[config.mk]
export PLATFORM = sky130hd
export DESIGN_NAME = ueb_top
export DESIGN_NICKNAME = d
export VERILOG_FILES = /design/src/include/ueb_pkg.sv /design/src/rtl/ueb_counter.sv /design/src/rtl/ueb_top.sv
export VERILOG_INCLUDE_DIRS = /design/src /design/src/include
export SDC_FILE = /design/constraint.sdc
export NUM_CORES = 1
export LEC_CHECK = 0
export ABC_AREA = 1
export BUFFER_PORTS_ARGS = -buffer_cell sky130_fd_sc_hd__buf_2
export CORE_MARGIN = 2
export CORE_UTILIZATION = 57
export DETAILED_ROUTE_END_ITERATION = 8
export GPL_TIMING_DRIVEN = 0
export MAX_ROUTING_LAYER = met4
export PLACE_DENSITY_LB_ADDON = 0.3
export SETUP_SLACK_MARGIN = 0.05
export SYNTH_ARGS = -nofsm -noshare
export SYNTH_HDL_FRONTEND = slang
export SYNTH_SLANG_ARGS = --single-unit
[constraint.sdc]
create_clock -name clk_i -period 2.19 [get_ports clk_i]
set_input_delay 0.219 -clock clk_i [delete_from_list [all_inputs] [get_ports clk_i]]
set_output_delay 0.219 -clock clk_i [all_outputs]
set_load 0.05 [all_outputs]
[src/include/ueb_params.svh]
`ifndef UEB_PARAMS_SVH
`define UEB_PARAMS_SVH

// register byte addresses on the 8-bit bus
`define UEB_ADR_W 16
`define UEB_ADR_DATA_END 16'hff75
`define UEB_ADR_CLEAR0 16'hff79
`define UEB_ADR_CLEAR1 16'hff7a
`define UEB_ADR_STATUS 16'hff7b

// clear register 0 bit positions
`define UEB_C0_BI_SIE 5
`define UEB_C0_BI_CPU 4
`define UEB_C0_CW 1
`define UEB_C0_CR 0

// clear register 1 bit positions
`define UEB_C1_BO_FULL 1
`define UEB_C1_BO_CPU 0

// data end register bit positions and read/write field
`define UEB_DE_BI 1
`define UEB_DE_CTRL 0
`define UEB_DE_RW_HI 7
`define UEB_DE_RW_LO 6

// status register bit positions
`define UEB_ST_CW_NAK 0
`define UEB_ST_CR_NAK 1
`define UEB_ST_BI_NAK 2
`define UEB_ST_BO_NAK 3
`define UEB_ST_BI_PEND 4

// reset values
`define UEB_RST_BYTE 8'h00
`define UEB_RST_RW 2'h0

// counter layout
`define UEB_CNT_W 7
`define UEB_NCNT 6
`define UEB_CNT_ZERO 7'h00
`define UEB_I_CW 0
`define UEB_I_CR 1
`define UEB_I_BI_CPU 2
`define UEB_I_BI_SIE 3
`define UEB_I_BO_CPU 4
`define UEB_I_BO_SIE 5

`endif

[src/include/ueb_pkg.sv]
`include "ueb_params.svh"

package ueb_pkg;

  // packet length class handed to the serial engine
  typedef enum logic [1:0] {
    UEB_KIND_FULL = 2'b00,
    UEB_KIND_SHORT = 2'b01,
    UEB_KIND_NULL = 2'b10
  } ueb_kind_t;

  // bulk-in hand-over sequencer
  typedef enum logic {
    UEB_BI_IDLE = 1'b0,
    UEB_BI_WAIT = 1'b1
  } ueb_bi_state_t;

  typedef struct packed {
    logic [`UEB_CNT_W-1:0] cnt;
  } ueb_cnt_state_t;

  typedef struct packed {
    logic ack;
    logic [7:0] rdat;
    logic [1:0] dend_rw;
    logic cw_nak;
    logic cr_nak;
    logic cr_nak_hw;
    logic bi_nak;
    logic bo_nak;
    logic bo_nak_hw;
    ueb_bi_state_t bi_st;
    logic bi_start;
    ueb_kind_t bi_kind;
    logic [`UEB_CNT_W-1:0] bi_len;
    logic c_start;
    ueb_kind_t c_kind;
    logic [`UEB_CNT_W-1:0] c_len;
  } ueb_state_t;

endpackage

[src/rtl/ueb_counter.sv]
`timescale 1ns/1ps
`include "ueb_params.svh"

module ueb_counter
  import ueb_pkg::*;
#(
  parameter int DEPTH = 64
)
(
  // clock and reset
  input wire logic clk_i,
  input wire logic rst_i,
  // count control
  input wire logic clr_i,
  input wire logic load_i,
  input wire logic [`UEB_CNT_W-1:0] load_val_i,
  input wire logic inc_i,
  input wire logic dec_i,
  // state
  output logic [`UEB_CNT_W-1:0] cnt_o,
  output logic full_o
);

  localparam logic [`UEB_CNT_W-1:0] FULL_CNT = `UEB_CNT_W'(DEPTH);

  ueb_cnt_state_t st_reg;
  ueb_cnt_state_t st_next;

  // clear beats load, load beats byte traffic
  always_comb
  begin
    st_next = st_reg;
    if (clr_i)
    begin
      st_next.cnt = `UEB_CNT_ZERO;
    end
    else if (load_i)
    begin
      st_next.cnt = load_val_i;
    end
    else if (inc_i && !dec_i && st_reg.cnt != FULL_CNT)
    begin
      st_next.cnt = st_reg.cnt + 1'b1;
    end
    else if (dec_i && !inc_i && st_reg.cnt != `UEB_CNT_ZERO)
    begin
      st_next.cnt = st_reg.cnt - 1'b1;
    end
  end

  always_ff @(posedge clk_i)
  begin
    if (rst_i)
    begin
      st_reg <= '0;
    end
    else
    begin
      st_reg <= st_next;
    end
  end

  assign cnt_o = st_reg.cnt;
  assign full_o = (st_reg.cnt == FULL_CNT);

endmodule

[src/rtl/ueb_top.sv]
`timescale 1ns/1ps
`include "ueb_params.svh"
// Operation
// - clear register 0 takes byte writes only and always reads back zero
// - writing one to a clear bit clears that buffer once; zero does nothing
// - clear and data-end bits of a disabled endpoint are ignored
// - bulk-in sie-side clear empties only that half and its counter
// - sie-side clear ignored during endpoint 1 in token with bulk-in nak set
// - any bulk-in sie-side clear drops the bulk-in nak flag
// - ep0 write clear ignored during endpoint 0 in token with write nak set
// - ep0 write clear zeroes its counter and drops the write nak flag
// - ep0 read clear zeroes the read buffer counter
// - ep0 read clear drops the read nak only when hardware set it
// - bulk-out full clear empties both halves and their counters
// - bulk-out cpu clear empties only the cpu half
// - either bulk-out clear drops bulk-out nak only when hardware set it
// - data-end register reads zero except read/write bits 7 and 6
// - writing one to a data-end bit starts sending once; zero does nothing
// - bulk-in data end swaps halves when possible, sets nak, sends
// - bulk-in data end with empty cpu half sends a zero-length packet
// - bulk-in data end with partial buffer sends a short packet
// - a full bulk-in cpu half starts sending without data end
// - ep0 data end sets the write nak flag and sends the write buffer
// - with status bit 1, ep0 data end sends null or short packets unless the write buffer is full

module ueb_top
  import ueb_pkg::*;
#(
  parameter int CTRL_DEPTH = 8,
  parameter int BULK_DEPTH = 64
)
(
  // clock and reset
  input wire logic clk_i,
  input wire logic rst_i,
  // wishbone classic slave, 8-bit data
  input wire logic cyc_i,
  input wire logic stb_i,
  input wire logic we_i,
  input wire logic [`UEB_ADR_W-1:0] adr_i,
  input wire logic sel_i,
  input wire logic [7:0] dat_i,
  output logic [7:0] dat_o,
  output logic ack_o,
  // endpoint enables from mask and interface setting, and ep0 status bit 1
  input wire logic bulk_in_en_i,
  input wire logic bulk_out_en_i,
  input wire logic ep0_status_bit1_i,
  // serial engine token state
  input wire logic in_token_ep0_i,
  input wire logic in_token_ep1_i,
  // buffer byte traffic
  input wire logic ctrl_write_byte_i,
  input wire logic ctrl_read_sie_byte_i,
  input wire logic ctrl_read_cpu_byte_i,
  input wire logic bulk_in_cpu_byte_i,
  input wire logic bulk_out_sie_byte_i,
  input wire logic bulk_out_cpu_byte_i,
  // serial engine completions
  input wire logic ctrl_tx_done_i,
  input wire logic bulk_in_tx_done_i,
  input wire logic bulk_out_rx_end_i,
  // nak flag sources outside this block
  input wire logic ctrl_read_nak_hw_set_i,
  input wire logic ctrl_read_nak_fw_set_i,
  input wire logic ctrl_read_nak_release_i,
  input wire logic bulk_out_nak_fw_set_i,
  input wire logic bulk_out_nak_release_i,
  // transmit requests to the serial engine
  output logic ctrl_tx_start_o,
  output ueb_kind_t ctrl_tx_kind_o,
  output logic [`UEB_CNT_W-1:0] ctrl_tx_len_o,
  output logic bulk_in_tx_start_o,
  output ueb_kind_t bulk_in_tx_kind_o,
  output logic [`UEB_CNT_W-1:0] bulk_in_tx_len_o,
  // flags and buffer state
  output logic ctrl_write_nak_flag_o,
  output logic ctrl_read_nak_flag_o,
  output logic bulk_in_nak_flag_o,
  output logic bulk_out_nak_flag_o,
  output logic [`UEB_CNT_W-1:0] bulk_out_cpu_cnt_o,
  output logic [`UEB_NCNT-1:0] fifo_clear_o
);

  ueb_state_t st_reg;
  ueb_state_t st_next;

  logic req;
  logic wr_fire;
  logic fire0;
  logic fire1;
  logic fired;
  logic bulk_in_sie_side_clear;
  logic bulk_in_cpu_side_clear;
  logic ctrl_write_buffer_clear;
  logic ctrl_read_buffer_clear;
  logic bulk_out_full_clear;
  logic bulk_out_cpu_side_clear;
  logic bulk_in_data_end;
  logic ctrl_data_end;
  logic bi_swap;
  logic bo_swap;
  logic [`UEB_NCNT-1:0] c_clr;
  logic [`UEB_NCNT-1:0] c_load;
  logic [`UEB_NCNT-1:0] c_inc;
  logic [`UEB_NCNT-1:0] c_dec;
  logic [`UEB_NCNT-1:0] c_full;
  logic [`UEB_CNT_W-1:0] c_ldv [`UEB_NCNT];
  logic [`UEB_CNT_W-1:0] c_cnt [`UEB_NCNT];

  // a write takes effect only at the edge where ack is high
  assign req = cyc_i && stb_i;
  assign wr_fire = req && we_i && sel_i && st_reg.ack;
  assign fire0 = wr_fire && (adr_i == `UEB_ADR_CLEAR0);
  assign fire1 = wr_fire && (adr_i == `UEB_ADR_CLEAR1);
  assign fired = wr_fire && (adr_i == `UEB_ADR_DATA_END);

  // self-clearing bits never store; each is a pulse of the write cycle
  assign bulk_in_sie_side_clear = fire0 && dat_i[`UEB_C0_BI_SIE] && bulk_in_en_i
    && !(in_token_ep1_i && st_reg.bi_nak);
  assign bulk_in_cpu_side_clear = fire0 && dat_i[`UEB_C0_BI_CPU] && bulk_in_en_i;
  assign ctrl_write_buffer_clear = fire0 && dat_i[`UEB_C0_CW]
    && !(in_token_ep0_i && st_reg.cw_nak);
  assign ctrl_read_buffer_clear = fire0 && dat_i[`UEB_C0_CR];
  assign bulk_out_full_clear = fire1 && dat_i[`UEB_C1_BO_FULL] && bulk_out_en_i;
  assign bulk_out_cpu_side_clear = fire1 && dat_i[`UEB_C1_BO_CPU] && bulk_out_en_i;
  assign bulk_in_data_end = fired && dat_i[`UEB_DE_BI] && bulk_in_en_i;
  assign ctrl_data_end = fired && dat_i[`UEB_DE_CTRL];

  // bulk-in halves swap only once the sie half is empty and the bulk-in nak flag is down
  assign bi_swap = (st_reg.bi_st == UEB_BI_WAIT) && !st_reg.bi_nak
    && (c_cnt[`UEB_I_BI_SIE] == `UEB_CNT_ZERO) && !bulk_in_sie_side_clear;
  // a received bulk-out packet moves to the cpu half when that half is empty and no bulk-out clear fires
  assign bo_swap = bulk_out_rx_end_i && (c_cnt[`UEB_I_BO_CPU] == `UEB_CNT_ZERO)
    && !bulk_out_full_clear && !bulk_out_cpu_side_clear;

  // counter control, clear strobes win over traffic inside the counter
  always_comb
  begin
    c_clr = '0;
    c_load = '0;
    c_inc = '0;
    c_dec = '0;
    for (int i = 0; i < `UEB_NCNT; i++)
    begin
      c_ldv[i] = `UEB_CNT_ZERO;
    end
    c_clr[`UEB_I_CW] = ctrl_write_buffer_clear || ctrl_tx_done_i;
    c_inc[`UEB_I_CW] = ctrl_write_byte_i;
    c_clr[`UEB_I_CR] = ctrl_read_buffer_clear;
    c_inc[`UEB_I_CR] = ctrl_read_sie_byte_i;
    c_dec[`UEB_I_CR] = ctrl_read_cpu_byte_i;
    c_clr[`UEB_I_BI_CPU] = bulk_in_cpu_side_clear || bi_swap;
    c_inc[`UEB_I_BI_CPU] = bulk_in_cpu_byte_i;
    c_clr[`UEB_I_BI_SIE] = bulk_in_sie_side_clear || bulk_in_tx_done_i;
    c_load[`UEB_I_BI_SIE] = bi_swap;
    c_ldv[`UEB_I_BI_SIE] = c_cnt[`UEB_I_BI_CPU];
    c_clr[`UEB_I_BO_CPU] = bulk_out_full_clear || bulk_out_cpu_side_clear;
    c_load[`UEB_I_BO_CPU] = bo_swap;
    c_ldv[`UEB_I_BO_CPU] = c_cnt[`UEB_I_BO_SIE];
    c_dec[`UEB_I_BO_CPU] = bulk_out_cpu_byte_i;
    c_clr[`UEB_I_BO_SIE] = bulk_out_full_clear || bo_swap;
    c_inc[`UEB_I_BO_SIE] = bulk_out_sie_byte_i;
  end

  // one byte counter per buffer half; ep0 buffers are shallower
  for (genvar g = 0; g < `UEB_NCNT; g++)
  begin : g_cnt
    ueb_counter #(
      .DEPTH((g <= `UEB_I_CR) ? CTRL_DEPTH : BULK_DEPTH)
    ) u_cnt (
      .clk_i(clk_i),
      .rst_i(rst_i),
      .clr_i(c_clr[g]),
      .load_i(c_load[g]),
      .load_val_i(c_ldv[g]),
      .inc_i(c_inc[g]),
      .dec_i(c_dec[g]),
      .cnt_o(c_cnt[g]),
      .full_o(c_full[g])
    );
  end

  // bus answer, flags and transmit sequencing
  always_comb
  begin
    st_next = st_reg;
    st_next.bi_start = 1'b0;
    st_next.c_start = 1'b0;
    // ack one cycle after the request, dropped the cycle after
    st_next.ack = req && !st_reg.ack;
    if (req && !st_reg.ack)
    begin
      st_next.rdat = `UEB_RST_BYTE;
      if (adr_i == `UEB_ADR_DATA_END)
      begin
        st_next.rdat[`UEB_DE_RW_HI:`UEB_DE_RW_LO] = st_reg.dend_rw;
      end
      else if (adr_i == `UEB_ADR_STATUS)
      begin
        st_next.rdat[`UEB_ST_CW_NAK] = st_reg.cw_nak;
        st_next.rdat[`UEB_ST_CR_NAK] = st_reg.cr_nak;
        st_next.rdat[`UEB_ST_BI_NAK] = st_reg.bi_nak;
        st_next.rdat[`UEB_ST_BO_NAK] = st_reg.bo_nak;
        st_next.rdat[`UEB_ST_BI_PEND] = (st_reg.bi_st == UEB_BI_WAIT);
      end
    end
    if (fired)
    begin
      st_next.dend_rw = dat_i[`UEB_DE_RW_HI:`UEB_DE_RW_LO];
    end

    // ep0 write: data end sets nak and hands the buffer over
    if (ctrl_write_buffer_clear || ctrl_tx_done_i)
    begin
      st_next.cw_nak = 1'b0;
    end
    if (ctrl_data_end)
    begin
      st_next.cw_nak = 1'b1;
      st_next.c_start = 1'b1;
      st_next.c_len = c_cnt[`UEB_I_CW];
      st_next.c_kind = UEB_KIND_FULL;
      if (ep0_status_bit1_i && c_cnt[`UEB_I_CW] == `UEB_CNT_ZERO)
      begin
        st_next.c_kind = UEB_KIND_NULL;
      end
      else if (ep0_status_bit1_i && !c_full[`UEB_I_CW])
      begin
        st_next.c_kind = UEB_KIND_SHORT;
      end
    end

    // ep0 read nak: clear only drops a hardware-set flag; a new set wins
    if (ctrl_read_nak_release_i || (ctrl_read_buffer_clear && st_reg.cr_nak_hw))
    begin
      st_next.cr_nak = 1'b0;
      st_next.cr_nak_hw = 1'b0;
    end
    if (ctrl_read_nak_fw_set_i)
    begin
      st_next.cr_nak = 1'b1;
      st_next.cr_nak_hw = 1'b0;
    end
    else if (ctrl_read_nak_hw_set_i)
    begin
      st_next.cr_nak = 1'b1;
      st_next.cr_nak_hw = 1'b1;
    end

    // bulk-out nak: raised by hardware when a packet finds the cpu half busy
    if (bulk_out_nak_release_i
        || ((bulk_out_full_clear || bulk_out_cpu_side_clear) && st_reg.bo_nak_hw))
    begin
      st_next.bo_nak = 1'b0;
      st_next.bo_nak_hw = 1'b0;
    end
    if (bulk_out_nak_fw_set_i)
    begin
      st_next.bo_nak = 1'b1;
      st_next.bo_nak_hw = 1'b0;
    end
    else if (bulk_out_rx_end_i && !bo_swap)
    begin
      st_next.bo_nak = 1'b1;
      st_next.bo_nak_hw = 1'b1;
    end

    // bulk-in: data end or a full cpu half queues a hand-over
    if (bulk_in_sie_side_clear || bulk_in_tx_done_i)
    begin
      st_next.bi_nak = 1'b0;
    end
    case (st_reg.bi_st)
      UEB_BI_IDLE:
      begin
        if (bulk_in_data_end || c_full[`UEB_I_BI_CPU])
        begin
          st_next.bi_st = UEB_BI_WAIT;
        end
      end
      UEB_BI_WAIT:
      begin
        if (bi_swap)
        begin
          st_next.bi_st = UEB_BI_IDLE;
          st_next.bi_nak = 1'b1;
          st_next.bi_start = 1'b1;
          st_next.bi_len = c_cnt[`UEB_I_BI_CPU];
          if (c_cnt[`UEB_I_BI_CPU] == `UEB_CNT_ZERO)
          begin
            st_next.bi_kind = UEB_KIND_NULL;
          end
          else if (!c_full[`UEB_I_BI_CPU])
          begin
            st_next.bi_kind = UEB_KIND_SHORT;
          end
          else
          begin
            st_next.bi_kind = UEB_KIND_FULL;
          end
        end
      end
      default:
      begin
        st_next.bi_st = UEB_BI_IDLE;
      end
    endcase
  end

  always_ff @(posedge clk_i)
  begin
    if (rst_i)
    begin
      st_reg <= '0;
    end
    else
    begin
      st_reg <= st_next;
    end
  end

  // outputs
  assign ack_o = st_reg.ack;
  assign dat_o = st_reg.rdat;
  assign ctrl_tx_start_o = st_reg.c_start;
  assign ctrl_tx_kind_o = st_reg.c_kind;
  assign ctrl_tx_len_o = st_reg.c_len;
  assign bulk_in_tx_start_o = st_reg.bi_start;
  assign bulk_in_tx_kind_o = st_reg.bi_kind;
  assign bulk_in_tx_len_o = st_reg.bi_len;
  assign ctrl_write_nak_flag_o = st_reg.cw_nak;
  assign ctrl_read_nak_flag_o = st_reg.cr_nak;
  assign bulk_in_nak_flag_o = st_reg.bi_nak;
  assign bulk_out_nak_flag_o = st_reg.bo_nak;
  assign bulk_out_cpu_cnt_o = c_cnt[`UEB_I_BO_CPU];
  // clear strobes toward the buffer data path, one bit per clear source
  assign fifo_clear_o = {bulk_out_full_clear, bulk_out_cpu_side_clear,
    bulk_in_sie_side_clear, bulk_in_cpu_side_clear,
    ctrl_write_buffer_clear, ctrl_read_buffer_clear};

endmodule

After elaboration in Yosys (flattened, before gate mapping). Cells that the tools add are included.

$add $sub $neg: 4. Equal/unequal tests: 9. Muxes and demuxes: 24. Bitwise operators: 1. Reduce and logical (&&, ||, !) cells: 77.

Operators by type and width (count): equality test 16 bit (second input constant) (4); logical AND 1 bit (40); logical NOT 7 bit (4); adder 7 x 1 -> 7 bit (second input constant) (3); 2-to-1 mux 2 bit (9); OR reduction 2 bit (8); 2-to-1 mux 7 bit (2); != test 7 bit (second input constant) (2); 2-to-1 mux 11 bit (1); 2-to-1 mux 10 bit (1); 2-to-1 mux 5 bit (2); logical NOT 1 bit (9); logical OR 1 bit (8); 2-to-1 mux 1 bit (8); nonzero test 2 bit (4); equality test 7 x 4 -> 1 bit (second input constant) (1); equality test 7 bit (second input constant) (1); != test 7 x 4 -> 1 bit (second input constant) (1); nonzero test 7 bit (1); subtractor 7 x 1 -> 7 bit (second input constant) (1); nonzero test 3 bit (2); case mux 1 bit (2 select lines) (1); AND reduction 2 bit (1); inverter 1 bit (1).

Register bits after elaboration: 72. Input port bits: 49. Output and inout port bits: 46. Word-level logic and storage cells: 136.

Longest topological paths before layout.
Word-level depth: 14. Depth in mapped cells: 10. Depth with buffers taken out: 10.

Cells and area by module. A second synthesis with hierarchy kept.

Cell total of the unflattened synthesis: 800. Area total of the unflattened synthesis: 5356.4 um^2.

Modules (own cells, without submodules): ueb_counter (g_cnt[2].u_cnt ...) (times used 4, cells an instance 97, area an instance 645.6 um^2, sequential area each 140.1 um^2); ueb_top (times used 1, cells an instance 303, area an instance 2068.2 um^2, sequential area each 740.7 um^2); ueb_counter (g_cnt[0].u_cnt) (times used 1, cells an instance 109, area an instance 705.7 um^2, sequential area each 140.1 um^2).

Least setup slack after synthesis. OpenSTA, ideal clock, no wires.

Path kind: register to output. Start: reg st_reg (netlist bit ack_o). End: out fifo_clear_o[1]. Data arrival time: 1572 ps. Required time: 1971 ps. Path slack: 399 ps. Cell stages (with the launch flop): 9. Buffers on the path: 1. Cell sequence: dfxtp_1 nand2_1 inv_1 nand2_2 nor2_8 and2_1 nand3_1 inv_1 buf_4.

Word-level cells in the longest chain between the ends: 4.

RTL lines: start, declared (line ueb_top.sv:85) `ueb_state_t st_reg;`; start signal, assigned (line ueb_top.sv:319) `st_reg <= st_next;`; logical AND 1 bit (line ueb_top.sv:113) `assign wr_fire = req && we_i && sel_i && st_reg.ack;`; logical AND 1 bit (line ueb_top.sv:114) `` assign fire0 = wr_fire && (adr_i == `UEB_ADR_CLEAR0); ``; logical AND 1 bit (2 in series) (line ueb_top.sv:122) `` assign ctrl_write_buffer_clear = fire0 && dat_i[`UEB_C0_CW] ``; end, declared (line ueb_top.sv:82) `` output logic [`UEB_NCNT-1:0] fifo_clear_o ``.

Every way passes these cells.

Final worst setup path.
Start: reg st_reg (netlist bit ack_o). End: out fifo_clear_o[2].

Word-level cells in the longest chain between the ends: 4.

RTL lines: logical AND 1 bit (line ueb_top.sv:113); logical AND 1 bit (line ueb_top.sv:114); logical AND 1 bit (2 in series) (line ueb_top.sv:121) `` assign bulk_in_cpu_side_clear = fire0 && dat_i[`UEB_C0_BI_CPU] && bulk_in_en_i; ``.

Every way passes these cells.

==> key figures <==
Floorplanning
  – Chip width: 84.7 um
  – Placeable Area: 6310 um2
  – I/O pins: 95
  – DIE AREA: 7180 um2
  – Row count: 29
  – Initial core utilization: 58.8%
  – Die H: 84.7 um

Synth
  – Mux cell area share after synthesis: 0%
  – Synth cell types: 36
  – Top cell type's share of synthesized area: 38.8%
  – Synth Net Count: 567
  – Register bit total from synthesis: 72
  – Largest family of logic cells by synthesized area: simple AND/OR/NAND/NOR gates
  – Warnings, synthesis: 0
  – Leading area contributor after synthesis: dfxtp_1
  – Synth Area in Adders: 2.70%
  – Synth area leaders: dfxtp_1 (39%), nand2_1 (9.2%), buf_4 (7.9%)
  – Post-synthesis cell area: 3710 um2
  – Simple-gate share of the synthesized area: 27.6%
  – Synth Area in XOR/XNOR: 3.54%
  – Sequential fraction of the synthesis area: 38.8%
  – Synthesized netlist cell count: 510
  – Syn avg cell area: 7.28 um2
  – Synth Area in Compound Gates: 10.4%

Pwr
  – Power per standard cell area: 788 nW/um2
  – Leak pwr: 2.20 nW
  – Max rail drop VDD: 0.848 mV

Timing
  – Worst Tran Pin Value: 0.545 ns
  – RSZ-0062 raised after global routing: no
  – Sum Neg Setup Slack: 0 ns
  – Hold Vio Cnt, Final: 0
  – Clk_skew: 0.00865 ns
  – Tmin final: 2.05 ns
  – Slew Viols, Final: 0
  – Endpoints failing setup: 0
  – Worst Hold Margin: 0.114 ns
  – Rel. slew slack: 63.7%
  – Final Cycle Share: 93.5%
  – Top achievable clock speed: 0.489 GHz

Drt
  – Vias per cell: 5.09
  – WL final: 8.17 mm
  – # DRC: 0
  – Detail Route Antenna Nets: 0
  – 1st-iter DRT viols: 145
  – Via count: 3522
  – Avg WL per Cell: 11.8 um
  – DRT Pass-1 Iters: 4

CTS
  – Reg clk slew, reported paths: 0.07 ns
  – Worst-Skew Late Latency: 0.34 ns
  – Clock Tree Buf Depth: 2
  – CTS root buffer: clkbuf_8
  – Hold buffers post-CTS: 0
  – CTS tree: yes
  – Setup Fix Bufs, Post-CTS: 0
  – CTS H-tree depth: 3
  – Clock sinks: 72
  – Number of CTS-inserted buffers: 9

Place
  – DP Cell Count: 676
  – RePlAce Congestion: 0.861
  – Port Buf Inserts: 89
  – Hpwl dp: 6.38 mm

Setup path
  – Slowest cell on crit path: dfxtp_1
  – Kind of critical path: reg -> out
  – Crit path cell chain: nand2_1 -> inv_1 -> nand2_2 -> nor2_8 -> and2_4 -> and3_1 -> buf_4 -> buf_2
  – CP Buf/Inv Count: 3
  – Worst EP arrival: 1.83 ns
  – CP max stage delay: 0.35 ns
  – Worst Setup Start Kind: flip-flop
  – Critical Path Sink Type: output pin
  – Top delay family on crit path: simple AND/OR/NAND/NOR gates
  – Req. time, crit path: 1.97 ns
  – Worst-path maximum fanout: 7

Global routing
  – Global-route wire length before repair: 13.8 mm
  – Largest net degree at the start of global routing: 12
  – Met1 Use GR: 29.7%
  – Initial antenna violation count: 0
  – GR Util All Layers: 24.2%
  – Global Route met2 Usage: 38.9%
  – Most used routing layer: met2
  – Met3 Usage GRT: 5.41%
  – Vias in the first global route: 3153
  – GR Overflow Total: 0

Final layout
  – Most frequent cells in the layout: nand2_1 (91), buf_2 (88), inv_1 (74), dfxtp_1 (72), nand3_1 (49)
  – Layout cells sized above 1: 27.3%
  – Largest register FFs: 35
  – N_diodes: 0
  – Most common cell after layout, fill and taps aside: nand2_1
  – Area Growth Syn to Fin: 19.9%
  – Final std cells w/o fill: 692
  – Layout Nets: 667

Status
  – Status: finished, final reports clean

Worst hold path
  – Worst min path class: in -> reg

Run
  – Max-Cap Viols: 0
cells in the mapped netlist (all sizes together):
cell type	n
nor4	2
and3	4
o31ai	4
nand3	53
a31oi	2
buf	43
nand2	96
nand3b	1
o211ai	1
o2111ai	1
dfxtp	72
conb	1
clkbuf	3
or2	3
a21oi	43
ha	8
xor2	13
nand4	5
xnor2	2
o21ai	20
nor3b	1
and2	2
nor2	47
nor3	8
inv	75
report_power, final:
group	switching (mW)	total, mW	internal (mW)
clock	0.472	0.971	0.499
sequential	0.0710	1.45	1.38
combinational	0.689	1.08	0.394
timing repair:
action / 4_1_cts / 5_1_grt
resized for setup: 2 / 2
endpoints found under the setup margin: 2 / 3
pin swaps: 0 / 0
metal layers:
layer / vias up / part of all wire [%]
met5: - / 0
met4: 0 / 2.0
met3: 13 / 6.4
met2: 101 / 48
met1: 1617 / 44
li1: 1791 / -
final cells by class:
| class | count | area [um2] |
|---|---|---|
| clock buffers | 13 | 169 |
| fillers | 559 | 1860 |
| flip-flops and latches | 72 | 1440 |
| repair buffers | 89 | 450 |
| well taps | 77 | 96.3 |
| clock inverters | 3 | 15.0 |
| inverters | 75 | 282 |
| plain buffers | 46 | 343 |
| multi-input cells | 317 | 1660 |
kinds of logic after synthesis:
group                      count (synthesis)
adders and majority gates                  8
and+or+nand+nor                          222
DFF                                       72
other                                      1
xor gates and xnor gates                  15
buffers and inverters                    121
AOI/OAI and AO/OA                         71
worst register-to-register path, stage by stage (launching register included):
cell	delay, ns
dfxtp_1	0.41
inv_1	0.09
ha_1	0.20
nand3_1	0.10
nor2_1	0.06
nand2_1	0.14
nand2_1	0.14
nor2_1	0.18
nand3_1	0.11
xor2_1	0.14
nor2_1	0.05
final timing paths:
path / slack, ns / to / cells past startpoint / startpoint
setup / recovery: 0.14 / fifo_clear_o[2] / 8 / ack_o$_SDFF_PP0_
hold / removal: 0.11 / st_reg[28]$_SDFFE_PP0N_ / 3 / dat_i[7]
setup reg to reg: 0.48 / g_cnt[2].u_cnt.cnt_o[4]$_SDFFE_PP0P_ / 10 / g_cnt[2].u_cnt.cnt_o[0]$_SDFFE_PP0P_
hold reg to reg: 0.45 / ctrl_tx_len_o[2]$_SDFFE_PP0P_ / 2 / ctrl_tx_len_o[2]$_SDFFE_PP0P_
through the flow:
stage               instance area, um2  utilization, %  power [mW]  setup slack [ns]
floorplan                         3710               -        2.33             0.399
global placement                  4260            67.4        2.53             0.412
detailed placement                4260            67.4        2.56             0.377
CTS                               4440            70.4        3.52            0.0598
global route                      4450            70.5        3.72            0.0552
finish                            4450            70.5        3.51             0.143
Power figures use the tool's default switching activity.
